`config.mk`:
```
export PLATFORM = sky130hd
export DESIGN_NAME = mem_access_cmd
export DESIGN_NICKNAME = d
export VERILOG_FILES = /design/src/core/mem_cmd_pkg.sv /design/src/core/space_decode.sv /design/src/core/byte_compare.sv /design/src/core/mem_access_cmd.sv
export VERILOG_INCLUDE_DIRS = /design/src /design/src/core
export SDC_FILE = /design/constraint.sdc
export NUM_CORES = 1
export LEC_CHECK = 0
export BUFFER_PORTS_ARGS = -buffer_cell sky130_fd_sc_hd__buf_2
export CORE_MARGIN = 2
export CORE_UTILIZATION = 43
export CTS_BUF_LIST = sky130_fd_sc_hd__clkbuf_4
export DETAILED_ROUTE_END_ITERATION = 12
export GPL_TIMING_DRIVEN = 1
export PLACE_DENSITY_LB_ADDON = 0.15
export SLEW_MARGIN = 5
export SYNTH_ARGS = -nofsm -noshare
export SYNTH_HDL_FRONTEND = slang
export SYNTH_SLANG_ARGS = --single-unit
```
`constraint.sdc`:
```
create_clock -name pclk -period 4 [get_ports pclk]
set_input_delay 0.8 -clock pclk [delete_from_list [all_inputs] [get_ports pclk]]
set_output_delay 0.8 -clock pclk [all_outputs]
set_load 0.05 [all_outputs]
```
`src/core/mem_cmd_consts.svh`:
```
// Offsets, field positions, codes and limits for the memory access command interpreter.
`ifndef MEM_CMD_CONSTS_SVH
`define MEM_CMD_CONSTS_SVH
`define OFS_CTRL 8'h00
`define OFS_STATUS 8'h04
`define OFS_IRQ_STATUS 8'h08
`define OFS_IRQ_MASK 8'h0C
`define OFS_RESULT 8'h10
`define OFS_PASSWORD 8'h14
`define OFS_MBOX_BASE 8'h80
`define CMD_CODE_MEM_ACCESS 5'h01
`define CMD_DIR_BIT 0
`define CMD_VERIFY_BIT 1
`define MAX_WRITE_BYTES 8'h18
`define MAX_READ_BYTES 8'h1E
`define MBOX_PAYLOAD_FIRST 5'h08
`define MBOX_COUNT 32
`define PASSWORD_RESET 32'h5A5A_A5A5
`define ERR_NONE 3'h0
`define ERR_RIGHTS 3'h5
`define ERR_RANGE 3'h6
`define ERR_COMMAND 3'h7
`define ERR_VERIFY 3'h4
`define IRQ_DONE_BIT 0
`define IRQ_ERR_BIT 1
`define IRQ_WIDTH 2
`endif

```
`src/core/mem_cmd_pkg.sv`:
```
// Types shared by the memory access command interpreter.
package mem_cmd_pkg;
	typedef enum logic [2:0] {
		SPACE_FLASH_LO = 3'h0,
		SPACE_ROM = 3'h1,
		SPACE_RAM = 3'h2,
		SPACE_FAST_GPIO = 3'h3,
		SPACE_PERIPH8 = 3'h4,
		SPACE_PERIPH16 = 3'h5,
		SPACE_FLASH_HI = 3'h6,
		SPACE_RESERVED = 3'h7
	} space_t;
	typedef enum logic [2:0] {
		ST_IDLE = 3'h0,
		ST_DECODE = 3'h1,
		ST_ISSUE = 3'h2,
		ST_WAIT = 3'h3,
		ST_VERIFY = 3'h4,
		ST_DONE = 3'h5
	} state_t;
endpackage

```
`src/core/space_decode.sv`:
```
// Memory-space decoder: legality, unlock need and upper address bits.
`timescale 1ns/100ps
`default_nettype none
module space_decode (
	// Space selector and access direction.
	input wire logic [2:0] space,
	input wire logic is_read,
	// Decode results.
	output logic reserved,
	output logic needs_unlock,
	output logic write_barred,
	output logic [7:0] upper_addr
);
	// Upper address byte comes from the space code alone.
	always_comb begin
		reserved = 1'b0;
		needs_unlock = 1'b0;
		write_barred = 1'b0;
		upper_addr = 8'h00;
		case (mem_cmd_pkg::space_t'(space))
			mem_cmd_pkg::SPACE_FLASH_LO: upper_addr = 8'h00;
			mem_cmd_pkg::SPACE_ROM: begin
				upper_addr = 8'h40;
				needs_unlock = 1'b1;
				write_barred = ~is_read;
			end
			mem_cmd_pkg::SPACE_RAM: upper_addr = 8'h80;
			mem_cmd_pkg::SPACE_FAST_GPIO: upper_addr = 8'hC0;
			mem_cmd_pkg::SPACE_PERIPH8: upper_addr = 8'hFF;
			mem_cmd_pkg::SPACE_PERIPH16: begin
				upper_addr = 8'hFE;
				needs_unlock = 1'b1;
			end
			mem_cmd_pkg::SPACE_FLASH_HI: upper_addr = 8'h01;
			default: reserved = 1'b1;
		endcase
	end
endmodule
`default_nettype wire

```
`src/core/byte_compare.sv`:
```
// Verify checker: compares a stored byte with the intended byte.
`timescale 1ns/100ps
`default_nettype none
module byte_compare (
	// Compare inputs.
	input wire logic enable,
	input wire logic [7:0] expected,
	input wire logic [7:0] observed,
	// Compare result.
	output logic mismatch
);
	// A mismatch is only reported while checking is enabled.
	assign mismatch = enable & (expected != observed);
endmodule
`default_nettype wire

```
`src/core/mem_access_cmd.sv`:
```
// Memory access command interpreter with APB mailboxes and a byte memory port.
// Notes on behaviour
// RULE1: Direction bit 0 writes, 1 reads; verify only matters on writes.
// RULE2: Verify set on a write reads back each byte and compares it.
// RULE3: Three-bit space code selects one of seven spaces; 111 is reserved.
// RULE4: ROM and 16-bit peripheral accesses need a matching interpreter password.
// RULE5: Writes take 1 to 24 bytes; larger counts error; zero is a no-op.
// RULE6: Reads take 1 to 30 bytes; other counts report an error.
// RULE7: Password is ignored completely for spaces without unlock.
// RULE8: Host always fills all four password mailboxes, bits 15:8 and 7:0 last.
// RULE9: Mailboxes 6 and 7 give the low sixteen bits of the first address.
// RULE10: Upper address bits come from the space code, never the packet.
// RULE11: Write payload comes from mailbox 8 onward, exactly count bytes.
// RULE12: Host sizes flash programming payloads in multiples of four bytes.
// RULE13: Command code 0x01 in bits 7:3; verify is bit 1, direction bit 0.
// RULE14: Address advances by one for each successive byte.
// RULE15: Complete flag is 0 while running and 1 once finished or aborted.
`include "mem_cmd_consts.svh"
`timescale 1ns/100ps
`default_nettype none
module mem_access_cmd (
	// Clock and reset.
	input wire logic pclk,
	input wire logic presetn,
	// APB slave.
	input wire logic psel,
	input wire logic penable,
	input wire logic pwrite,
	input wire logic [7:0] paddr,
	input wire logic [31:0] pwdata,
	output logic [31:0] prdata,
	output logic pready,
	output logic pslverr,
	// Byte memory port towards the system bus.
	output logic mem_req,
	output logic mem_we,
	output logic [23:0] mem_addr,
	output logic [7:0] mem_wdata,
	input wire logic mem_ack,
	input wire logic [7:0] mem_rdata,
	// Interrupt.
	output logic irq
);
	// Mailbox array and the software registers beside it.
	logic [7:0] mbox_q [0:`MBOX_COUNT-1];
	logic [31:0] password_q;
	logic [`IRQ_WIDTH-1:0] irq_status_q;
	logic [`IRQ_WIDTH-1:0] irq_mask_q;

	// Sequencer state and the packet fields it latches at decode.
	mem_cmd_pkg::state_t state_q;
	logic busy_q;
	logic complete_q;
	logic [2:0] err_q;
	logic [15:0] low_addr_q;
	logic [4:0] count_q;
	logic [4:0] idx_q;
	logic readback_q;

	// Verify outcome; only the first failing address is kept.
	logic verify_failed_q;
	logic [15:0] verify_addr_q;

	// One-cycle events that feed the sticky interrupt status.
	logic ev_done;
	logic ev_err;

	// APB decode.
	logic wr_en;
	logic rd_en;
	logic start;
	logic mbox_sel;
	logic [4:0] mbox_idx;

	// Packet fields read straight from the mailboxes.
	logic is_read;
	logic verify_on;
	logic [2:0] space;
	logic [7:0] number;
	logic [31:0] cmd_password;

	// Space decode results.
	logic reserved;
	logic needs_unlock;
	logic write_barred;
	logic [7:0] upper_addr;

	// Payload byte in flight and the verify compare on it.
	logic mismatch;
	logic [7:0] payload;

	// Byte count limit test, used for both directions.
	// The count is widened to a byte so that it compares directly with the byte-wide limit constant of either direction.
	// A zero count never passes; the write no-op is caught before this test is made.
	function automatic logic count_ok(input logic [7:0] n, input logic [7:0] limit);
		count_ok = (n != 8'h00) && (n <= limit);
	endfunction

	// APB decode; the slave answers with no wait state.
	// Every register answers in the access phase, so pready can be tied high.
	// A start while a command runs is dropped, so the packet cannot change under it.
	// Unmapped offsets answer with an error response and read as zero.
	assign pready = 1'b1;
	assign wr_en = psel & penable & pwrite;
	assign rd_en = psel & penable & ~pwrite;
	assign mbox_sel = paddr[7] & (paddr[1:0] == 2'h0);
	assign mbox_idx = paddr[6:2];
	assign start = wr_en & (paddr == `OFS_CTRL) & pwdata[0] & ~busy_q;
	assign pslverr = psel & penable & ~mbox_sel & (paddr != `OFS_CTRL) & (paddr != `OFS_STATUS)
		& (paddr != `OFS_IRQ_STATUS) & (paddr != `OFS_IRQ_MASK) & (paddr != `OFS_RESULT)
		& (paddr != `OFS_PASSWORD);

	// Packet fields taken from the mailbox array.
	// Mailbox writes are refused while busy, so APB cannot change these fields during a command.
	// Read data lands from mailbox 2 up, which leaves mailboxes 0 and 1 intact but overwrites the password fields.
	assign is_read = mbox_q[0][`CMD_DIR_BIT]; // [RULE1]
	assign verify_on = mbox_q[0][`CMD_VERIFY_BIT] & ~is_read; // [RULE1] [RULE13]
	assign space = mbox_q[1][7:5]; // [RULE3]
	assign number = {3'h0, mbox_q[1][4:0]};
	assign cmd_password = {mbox_q[2], mbox_q[3], mbox_q[4], mbox_q[5]}; // [RULE8]
	assign payload = mbox_q[5'(`MBOX_PAYLOAD_FIRST + idx_q)]; // [RULE11]

	space_decode u_space (
		.space(space),
		.is_read(is_read),
		.reserved(reserved),
		.needs_unlock(needs_unlock),
		.write_barred(write_barred),
		.upper_addr(upper_addr)
	);

	byte_compare u_cmp (
		.enable(readback_q),
		.expected(payload),
		.observed(mem_rdata),
		.mismatch(mismatch)
	);

	// Memory port; upper address from the space, low part advancing per byte.
	// The request is a level that stands from the wait state until the acknowledge.
	// Address and data are combinational, but their sources only move between requests.
	// The low part wraps within sixteen bits, as the packet gives no more.
	assign mem_req = (state_q == mem_cmd_pkg::ST_WAIT);
	assign mem_we = ~is_read & ~readback_q;
	assign mem_addr = {upper_addr, 16'(low_addr_q + {11'h000, idx_q})}; // [RULE10] [RULE14]
	assign mem_wdata = payload;

	// Command sequencer.
	// Decode checks run in a fixed order, so one packet reports only its first fault.
	// A verified write spends two requests per byte: the store and then its readback.
	// Read data is only valid with the acknowledge, so it is used in the wait state.
	// The complete flag falls at start and rises once the done state is reached.
	always_ff @(posedge pclk or negedge presetn) begin
		if (!presetn) begin
			state_q <= mem_cmd_pkg::ST_IDLE;
			busy_q <= 1'b0;
			complete_q <= 1'b0;
			err_q <= `ERR_NONE;
			low_addr_q <= 16'h0000;
			count_q <= 5'h00;
			idx_q <= 5'h00;
			readback_q <= 1'b0;
		end else begin
			case (state_q)
				mem_cmd_pkg::ST_IDLE: begin
					if (start) begin
						state_q <= mem_cmd_pkg::ST_DECODE;
						busy_q <= 1'b1;
						complete_q <= 1'b0; // [RULE15]
						err_q <= `ERR_NONE;
						idx_q <= 5'h00;
						readback_q <= 1'b0;
					end
				end
				mem_cmd_pkg::ST_DECODE: begin
					low_addr_q <= {mbox_q[6], mbox_q[7]}; // [RULE9]
					count_q <= number[4:0];
					state_q <= mem_cmd_pkg::ST_ISSUE;
					if (mbox_q[0][7:3] != `CMD_CODE_MEM_ACCESS) begin
						err_q <= `ERR_COMMAND; // [RULE13]
						state_q <= mem_cmd_pkg::ST_DONE;
					end else if (!is_read && number == 8'h00) begin
						state_q <= mem_cmd_pkg::ST_DONE; // [RULE5]
					end else if (reserved) begin
						err_q <= `ERR_COMMAND; // [RULE3]
						state_q <= mem_cmd_pkg::ST_DONE;
					end else if (!is_read && !count_ok(number, `MAX_WRITE_BYTES)) begin
						err_q <= `ERR_RANGE; // [RULE5]
						state_q <= mem_cmd_pkg::ST_DONE;
					end else if (is_read && !count_ok(number, `MAX_READ_BYTES)) begin
						err_q <= `ERR_RANGE; // [RULE6]
						state_q <= mem_cmd_pkg::ST_DONE;
					end else if (write_barred || (needs_unlock && cmd_password != password_q)) begin
						err_q <= `ERR_RIGHTS; // [RULE4] [RULE7]
						state_q <= mem_cmd_pkg::ST_DONE;
					end
				end
				mem_cmd_pkg::ST_ISSUE: begin
					state_q <= mem_cmd_pkg::ST_WAIT;
				end
				mem_cmd_pkg::ST_WAIT: begin
					if (mem_ack) begin
						state_q <= mem_cmd_pkg::ST_VERIFY;
					end
				end
				mem_cmd_pkg::ST_VERIFY: begin
					if (!is_read && verify_on && !readback_q) begin
						readback_q <= 1'b1; // [RULE2]
						state_q <= mem_cmd_pkg::ST_ISSUE;
					end else begin
						readback_q <= 1'b0;
						if (5'(idx_q + 5'h01) == count_q) begin
							state_q <= mem_cmd_pkg::ST_DONE;
						end else begin
							idx_q <= 5'(idx_q + 5'h01); // [RULE14]
							state_q <= mem_cmd_pkg::ST_ISSUE;
						end
					end
				end
				mem_cmd_pkg::ST_DONE: begin
					if (verify_failed_q && err_q == `ERR_NONE) begin
						err_q <= `ERR_VERIFY;
					end
					busy_q <= 1'b0;
					complete_q <= 1'b1; // [RULE15]
					state_q <= mem_cmd_pkg::ST_IDLE;
				end
				default: state_q <= mem_cmd_pkg::ST_IDLE;
			endcase
		end
	end

	// Done and error events for the interrupt logic.
	assign ev_done = (state_q == mem_cmd_pkg::ST_DONE);
	assign ev_err = ev_done & ((err_q != `ERR_NONE) | verify_failed_q);

	// Verify result: cleared at each start, then set by the first failing readback.
	// The compare is taken with the acknowledge, the one cycle the read byte stands.
	always_ff @(posedge pclk or negedge presetn) begin
		if (!presetn) begin
			verify_failed_q <= 1'b0;
			verify_addr_q <= 16'h0000;
		end else if (state_q == mem_cmd_pkg::ST_IDLE && start) begin
			verify_failed_q <= 1'b0;
			verify_addr_q <= 16'h0000;
		end else if (state_q == mem_cmd_pkg::ST_WAIT && mem_ack && readback_q && mismatch && !verify_failed_q) begin
			verify_failed_q <= 1'b1; // [RULE2]
			verify_addr_q <= 16'(low_addr_q + {11'h000, idx_q});
		end
	end

	// Mailbox array: APB writes, read data written back by the sequencer.
	// Read data takes priority, though both never meet since APB mailbox writes are refused while busy.
	// Each read byte is captured at its acknowledge, the only edge it is valid at.
	always_ff @(posedge pclk or negedge presetn) begin
		if (!presetn) begin
			for (int i = 0; i < `MBOX_COUNT; i++) begin
				mbox_q[i] <= 8'h00;
			end
		end else if (state_q == mem_cmd_pkg::ST_WAIT && mem_ack && is_read) begin
			mbox_q[5'(5'h02 + idx_q)] <= mem_rdata;
		end else if (wr_en && mbox_sel && !busy_q) begin
			mbox_q[mbox_idx] <= pwdata[7:0];
		end
	end

	// Unlock password, writable by software.
	// It is compared only for spaces that need unlocking; other spaces ignore it.
	always_ff @(posedge pclk or negedge presetn) begin
		if (!presetn) begin
			password_q <= `PASSWORD_RESET;
		end else if (wr_en && paddr == `OFS_PASSWORD) begin
			password_q <= pwdata;
		end
	end

	// Sticky interrupt status; a new event wins over a write-one clear.
	// Letting the event win means a completion is never lost to a late clear.
	always_ff @(posedge pclk or negedge presetn) begin
		if (!presetn) begin
			irq_status_q <= '0;
		end else begin
			for (int b = 0; b < `IRQ_WIDTH; b++) begin
				if ((b == `IRQ_DONE_BIT && ev_done) || (b == `IRQ_ERR_BIT && ev_err)) begin
					irq_status_q[b] <= 1'b1;
				end else if (wr_en && paddr == `OFS_IRQ_STATUS && pwdata[b]) begin
					irq_status_q[b] <= 1'b0;
				end
			end
		end
	end

	// Interrupt mask.
	always_ff @(posedge pclk or negedge presetn) begin
		if (!presetn) begin
			irq_mask_q <= '0;
		end else if (wr_en && paddr == `OFS_IRQ_MASK) begin
			irq_mask_q <= pwdata[`IRQ_WIDTH-1:0];
		end
	end

	assign irq = |(irq_status_q & irq_mask_q);

	// Read data register, loaded during the setup phase.
	// Loading in setup leaves the word stable for the whole access phase.
	always_ff @(posedge pclk or negedge presetn) begin
		if (!presetn) begin
			prdata <= 32'h0000_0000;
		end else if (psel && !penable && !pwrite) begin
			if (mbox_sel) begin
				prdata <= {24'h000000, mbox_q[mbox_idx]};
			end else begin
				case (paddr)
					`OFS_STATUS: prdata <= {24'h000000, complete_q, err_q, 3'h0, busy_q}; // [RULE15]
					`OFS_IRQ_STATUS: prdata <= {30'h0, irq_status_q};
					`OFS_IRQ_MASK: prdata <= {30'h0, irq_mask_q};
					`OFS_RESULT: prdata <= {15'h0000, verify_failed_q, verify_addr_q};
					default: prdata <= 32'h0000_0000;
				endcase
			end
		end
	end

	logic unused_rd;
	assign unused_rd = rd_en;
endmodule
`default_nettype wire

```
== Word-level counts from Yosys, hierarchy flattened ==
Cells that the tools add are included.

* Bits in registers: 376
* Output and inout port bits: 69
* Word-level logic and storage cells: 232

* $add $sub $neg: 4
* Order comparisons: 7
* Equal/unequal tests: 32
* Mux-type cells: 57
* Bitwise logic cells: 26
* Reduce and logical (&&, ||, !) cells: 59

{| class="wikitable"
|+ Operator list
! operator !! number
|-
| $bwmux 256 || 2
|-
| $mux 256 || 2
|-
| $bmux 8 s5 || 2
|-
| $demux 8 s5 || 2
|-
| $pmux 17 s4 || 1
|-
| $mux 3 || 18
|-
| $mux 8 || 6
|-
| $pmux 8 s6 || 1
|-
| $mux 16 || 2
|-
| $ne 32x32->1 || 1
|-
| $logic_and 1x1->1 || 26
|-
| $ge 6x6->1 const B || 3
|-
| $not 5->6 || 3
|-
| $and 1x1->1 || 17
|-
| $mux 17 || 1
|-
| $add 16x5->16 || 1
|-
| $eq 8x4->1 const B || 2
|-
| $eq 8x5->1 const B || 2
|-
| $logic_not 8->1 || 2
|-
| $ne 8x4->1 const B || 2
|-
| $ne 8x5->1 const B || 2
|-
| $reduce_bool 8->1 || 2
|-
| $eq 3x3->1 const B || 5
|-
| $mux 5 || 3
|-
| 35 further kinds || 77
|}

== Depth between registers and ports, before layout ==
* Word-level depth: 12
* Mapped depth: 13
* Depth with buffers taken out: 11

== Modules after synthesis ==
From an unflattened synthesis, not the netlist that was laid out.

* Cells, all modules: 1855
* Area total of the unflattened synthesis: 21687.0 um2

{| class="wikitable"
|+ Modules (own cells, without submodules)
! module !! times used !! cells an instance !! area each (um2) !! seq. area each (um2)
|-
| mem_access_cmd || 1 || 1832 || 21513.1 || 9053.7
|-
| byte_compare || 1 || 11 || 90.1 || 0.0
|-
| space_decode || 1 || 12 || 83.8 || 0.0
|}

== Least setup slack after synthesis ==
Ideal clock, no wire load.

* Path kind: register -> output
* From: reg idx_q[1]
* To: out mem_addr[14]
* Data arrival time: 3.029 ns
* Data required time: 3.200 ns
* Path slack: 0.171 ns
* Stages on the path, launching flop included: 13
* Buffers on the path: 3
* Cells stage by stage: dfrtp_1 -> buf_6 -> buf_6 -> buf_4 -> inv_1 -> fa_1 -> inv_1 -> a21oi_1 -> o21bai_1 -> a21o_1 -> nor2b_1 -> and2_1 -> xor2_1

* Cells in the longest elaborated chain, start to end: 1

{| class="wikitable"
|+ RTL lines
! what !! line !! RTL
|-
| from (decl) || mem_access_cmd.sv:57 || <nowiki>logic [4:0] idx_q;</nowiki>
|-
| from (signal assigned) || mem_access_cmd.sv:215 || <nowiki>idx_q <= 5'(idx_q + 5'h01);</nowiki>
|-
| $add 16x5->16 || mem_access_cmd.sv:145 || <nowiki>assign mem_addr = {upper_addr, 16'(low_addr_q + {11'h000, idx_q})};</nowiki>
|-
| to (decl) || mem_access_cmd.sv:37 || <nowiki>output logic [23:0] mem_addr,</nowiki>
|}

Every way passes these cells.

== Worst setup path in the final report ==
* From: reg idx_q[1]
* To: out mem_wdata[4]

* Cells in the longest elaborated chain, start to end: 5

{| class="wikitable"
|+ RTL lines
! what !! line !! RTL
|-
| $add 4x5->5 (no line) || -- ||
|-
| $not 5->6 || mem_access_cmd.sv:121 || <nowiki>assign payload = mbox_q[5'(`MBOX_PAYLOAD_FIRST + idx_q)];</nowiki>
|-
| $bmux 8 s5 || mem_access_cmd.sv:121 ||
|-
| $mux 8 (2 in series) || mem_access_cmd.sv:121 ||
|-
| to (decl) || mem_access_cmd.sv:38 || <nowiki>output logic [7:0] mem_wdata,</nowiki>
|}

Every way passes these cells. The select of a mux whose other input is x is not followed.

==> metrics <==
Total GRT Usage=34.55%; Post-Syn Area=21550 µm²; top post-synthesis cells by area=dfrtp_1 (40%), o221ai_1 (7.7%), mux4_2 (6.7%), o21a_1 (6.6%), mux2i_1 (6.1%); Worst Setup Path Type=reg2out; met2 routed wirelength=40300 µm; primary flip-flop cell chosen by synthesis mapping=dfrtp_1; number of ports placed on the die boundary=123; routed length per placed instance=30.63 µm; worst slew margin relative to its limit=13.11%; power consumption=7.689 mW; top cell types by occurrence after synthesis=dfrtp_1 (345), nand2_1 (259), o21a_1 (190); transition time at the pin with the least slew margin=1.271 ns; RSZ-0062 raised after global routing=yes; total grt overflow=0; cell taking the most area after synthesis=dfrtp_1; via density per instance=6.702; most frequent cell after synthesis=dfrtp_1; number of nets with antenna violations after detailed routing=0; share of layout cells above drive strength 1=25.72%; layout-stage area growth over the synthesis result=14.58%; count of TritonRoute iterations in the first routing pass=8; FF+latch count, synth=361; worst hold slack across all endpoints=0.1096 ns; Worst R2R Start=idx_q[1]$_DFFE_PN0P_; global placement routability congestion=0.9554; die height=227.9 µm; Placeable Area=49760 µm²; count of buffers inserted at the top-level ports=106; routed vias=19860; mean instance size in the synthesized netlist=10.54 µm²; outcome=finished, final reports clean; final worst path period need=3.925 ns; peak ir drop on the vdd network=0.0001801 V; Total Nets Final=2271; final clock period utilization by the worst path=98.13%; DRT iter0 DRCs=2273; H-Tree Depth=3; Placement Rows=82; final HPWL from detailed placement=62890 µm; leakage power figure=11.69 nW; wire length of the first global-routing pass=132600 µm; Die Span X=227.9 µm; capture point of the worst path=mem_wdata[4]; uppermost signal routing layer after detailed routing=met5; later-pin clock latency in the skew report=0.92 ns; start point of the critical path=idx_q[1]$_DFFE_PN0P_; worst reg2reg path endpoint=verify_addr_q[11]$_DFFE_PN0P_; share of Yosys cell area claimed by the top area cell type=40.07%; area of all placed cells without fillers=24690 µm²; clock tree from TritonCTS=yes; gate count after technology mapping=2044; area enclosed by the die boundary=51920 µm²; Detailed Route WL=90750 µm; vias in the first global route=19110; largest fanout on the critical path=25; maximum clock rate=254.8 MHz; synth unique cells=71; Hold WC Path Type=in2reg; clock-pin slew reported for the worst setup and hold paths after clock tree synthesis=0.08 ns; arrival time of the worst setup path=3.13 ns; Critical Path End Type=primary output; dpl cell area=23050 µm²; routed metal-1 wirelength=35280 µm; number of synthesized flops with an enable pin=0; share of flip-flops with an asynchronous set or reset=100.0%; P per Cell Area=311.5 nW/µm²; met3 wire length=10040 µm; startpoint type of the worst setup path=register; DRC viols=0; number of maximum-capacitance constraint violations=0; CTS Buf Count=102; Setup TNS Final=0 ns; worst setup skew after layout=0.06971 ns; initial antenna violation count=5; required arrival time at the worst endpoint=3.20 ns; Final Hold Viols=0; clock net sink count=361; Clock Tree Buf Depth=3; depth of the most critical reg-to-reg path=11; pin count of the biggest net entering global routing=101; final setup fails=0; starting utilization of the core area=43.30%; portion of the post-synthesis area used by sequential elements=42.02%; Warnings, synthesis=0; count of final max-slew check failures=0; setup slack of the worst register-to-register path=0.66 ns; cell at the root of the clock tree=clkbuf_4
-- critical path, cell delays in order (launching register included) --
cell	delay, ns
dfrtp_4	0.49
buf_4	0.23
buf_12	0.23
mux2i_2	0.31
a22oi_1	0.13
nand2_1	0.09
o21ai_1	0.13
or2_2	0.39
clkbuf_4	0.24
-- state kept, by name, indices dropped and copies added (netlist names) --
| register | cells |
|---|---|
| mbox_q | 223 |
| idx_q | 5 |
| irq_status_q | 2 |
| readback_q | 1 |
| password_q | 32 |
| complete_q | 1 |
| verify_failed_q | 1 |
| verify_addr_q | 16 |
| low_addr_q | 16 |
| cmd_password | 32 |
| prdata | 17 |
| err_q | 3 |
| is_read | 1 |
| busy_q | 1 |
| count_q | 5 |
| irq_mask_q | 2 |
| state_q | 3 |
-- area by class of cell --
type                    count  area (µm²)
fillers                  4739       25070
multi-input cells        1481       11630
flip-flops and latches    361        9064
repair buffers            245        1779
clock buffers             153        1149
well taps                 672       840.8
clock inverters            32       157.7
inverters                  14       52.55
diodes                      5       12.51
-- cells by family (layout without fill, tap and decap cells) --
family / Yosys count / in the layout / synth area share (%)
simple gates: 479 / 479 / 10.29
other cells: 2 / 21 / 0.03485
buf+inv: 216 / 444 / 4.889
fa+ha+maj: 12 / 12 / 0.7317
compound gates: 669 / 669 / 24.09
xor+xnor: 60 / 60 / 2.439
mux: 245 / 245 / 15.51
flops: 361 / 361 / 42.02
-- metrics by stage --
| stage | utilization, % | instances | setup slack [ns] |
|---|---|---|---|
| 6_report | 49.61 | 2963 | 0.07471 |
| 5_1_grt | 49.60 | 2961 | -0.03597 |
| 2_1_floorplan | - | 2058 | 0.1710 |
| 3_3_place_gp | 46.32 | 2760 | 0.2687 |
| 3_5_place_dp | 46.32 | 2760 | 0.2674 |
| 4_1_cts | 49.34 | 2953 | 0.002109 |
-- routing by layer --
metal,vias up,GRT usage (%)
met5,-,0
met4,2,17.34
met3,285,9.550
met2,1238,52.53
met1,10040,45.40
li1,8298,-
-- layout by cell type, fill, tap and decap left out, types with 15 or more instances in the layout --
cell,instances
mux2i_1,130
o21a_1,190
mux4_2,64
nand3_1,45
a21oi_1,18
and2_1,20
a32oi_1,28
buf_2,94
clkbuf_4,156
o21ai_0,41
mux2_2,43
buf_4,130
a22oi_1,122
dfstp_2,16
nand4_1,23
and3_1,15
dfrtp_1,341
o22ai_1,28
nand2_1,258
o221ai_1,189
conb_1,16
nor2_1,46
clkinv_1,24
xor2_1,39
-- worst min-delay path by stage --
stage                     depth (start not counted)                    endpoint  slack, ns                   start
final                                             2  password_q[13]$_DFFE_PN1P_       0.11              pwdata[13]
after CTS                                         2  password_q[13]$_DFFE_PN1P_       0.05              pwdata[13]
after global placement                            2      prdata[10]$_DFFE_PN0P_       0.45  prdata[10]$_DFFE_PN0P_
after detailed placement                          2      prdata[11]$_DFFE_PN0P_       0.45  prdata[11]$_DFFE_PN0P_
after floorplan                                   2      complete_q$_DFFE_PN0P_       0.45  complete_q$_DFFE_PN0P_
after global routing                              2  password_q[13]$_DFFE_PN1P_       0.07              pwdata[13]
-- where the power goes --
part           internal (mW)  switching (mW)
registers               3.66         0.00807
logic                  0.111           0.385
clock network           1.81            1.71
total                   5.58            2.11
-- repair_timing --
| item | in CTS | in global routing |
|---|---|---|
| cloned | 0 | 0 |
| hold buffers | 1 | 0 |
| setup endpoints to repair | 19 | 13 |
| pin swaps | 2 | 8 |
| buffers inserted | 7 | 5 |
| gates resized for setup | 32 | 23 |
| endpoints found under the hold margin | 72 | 0 |
(Power assumes the default switching activity.)
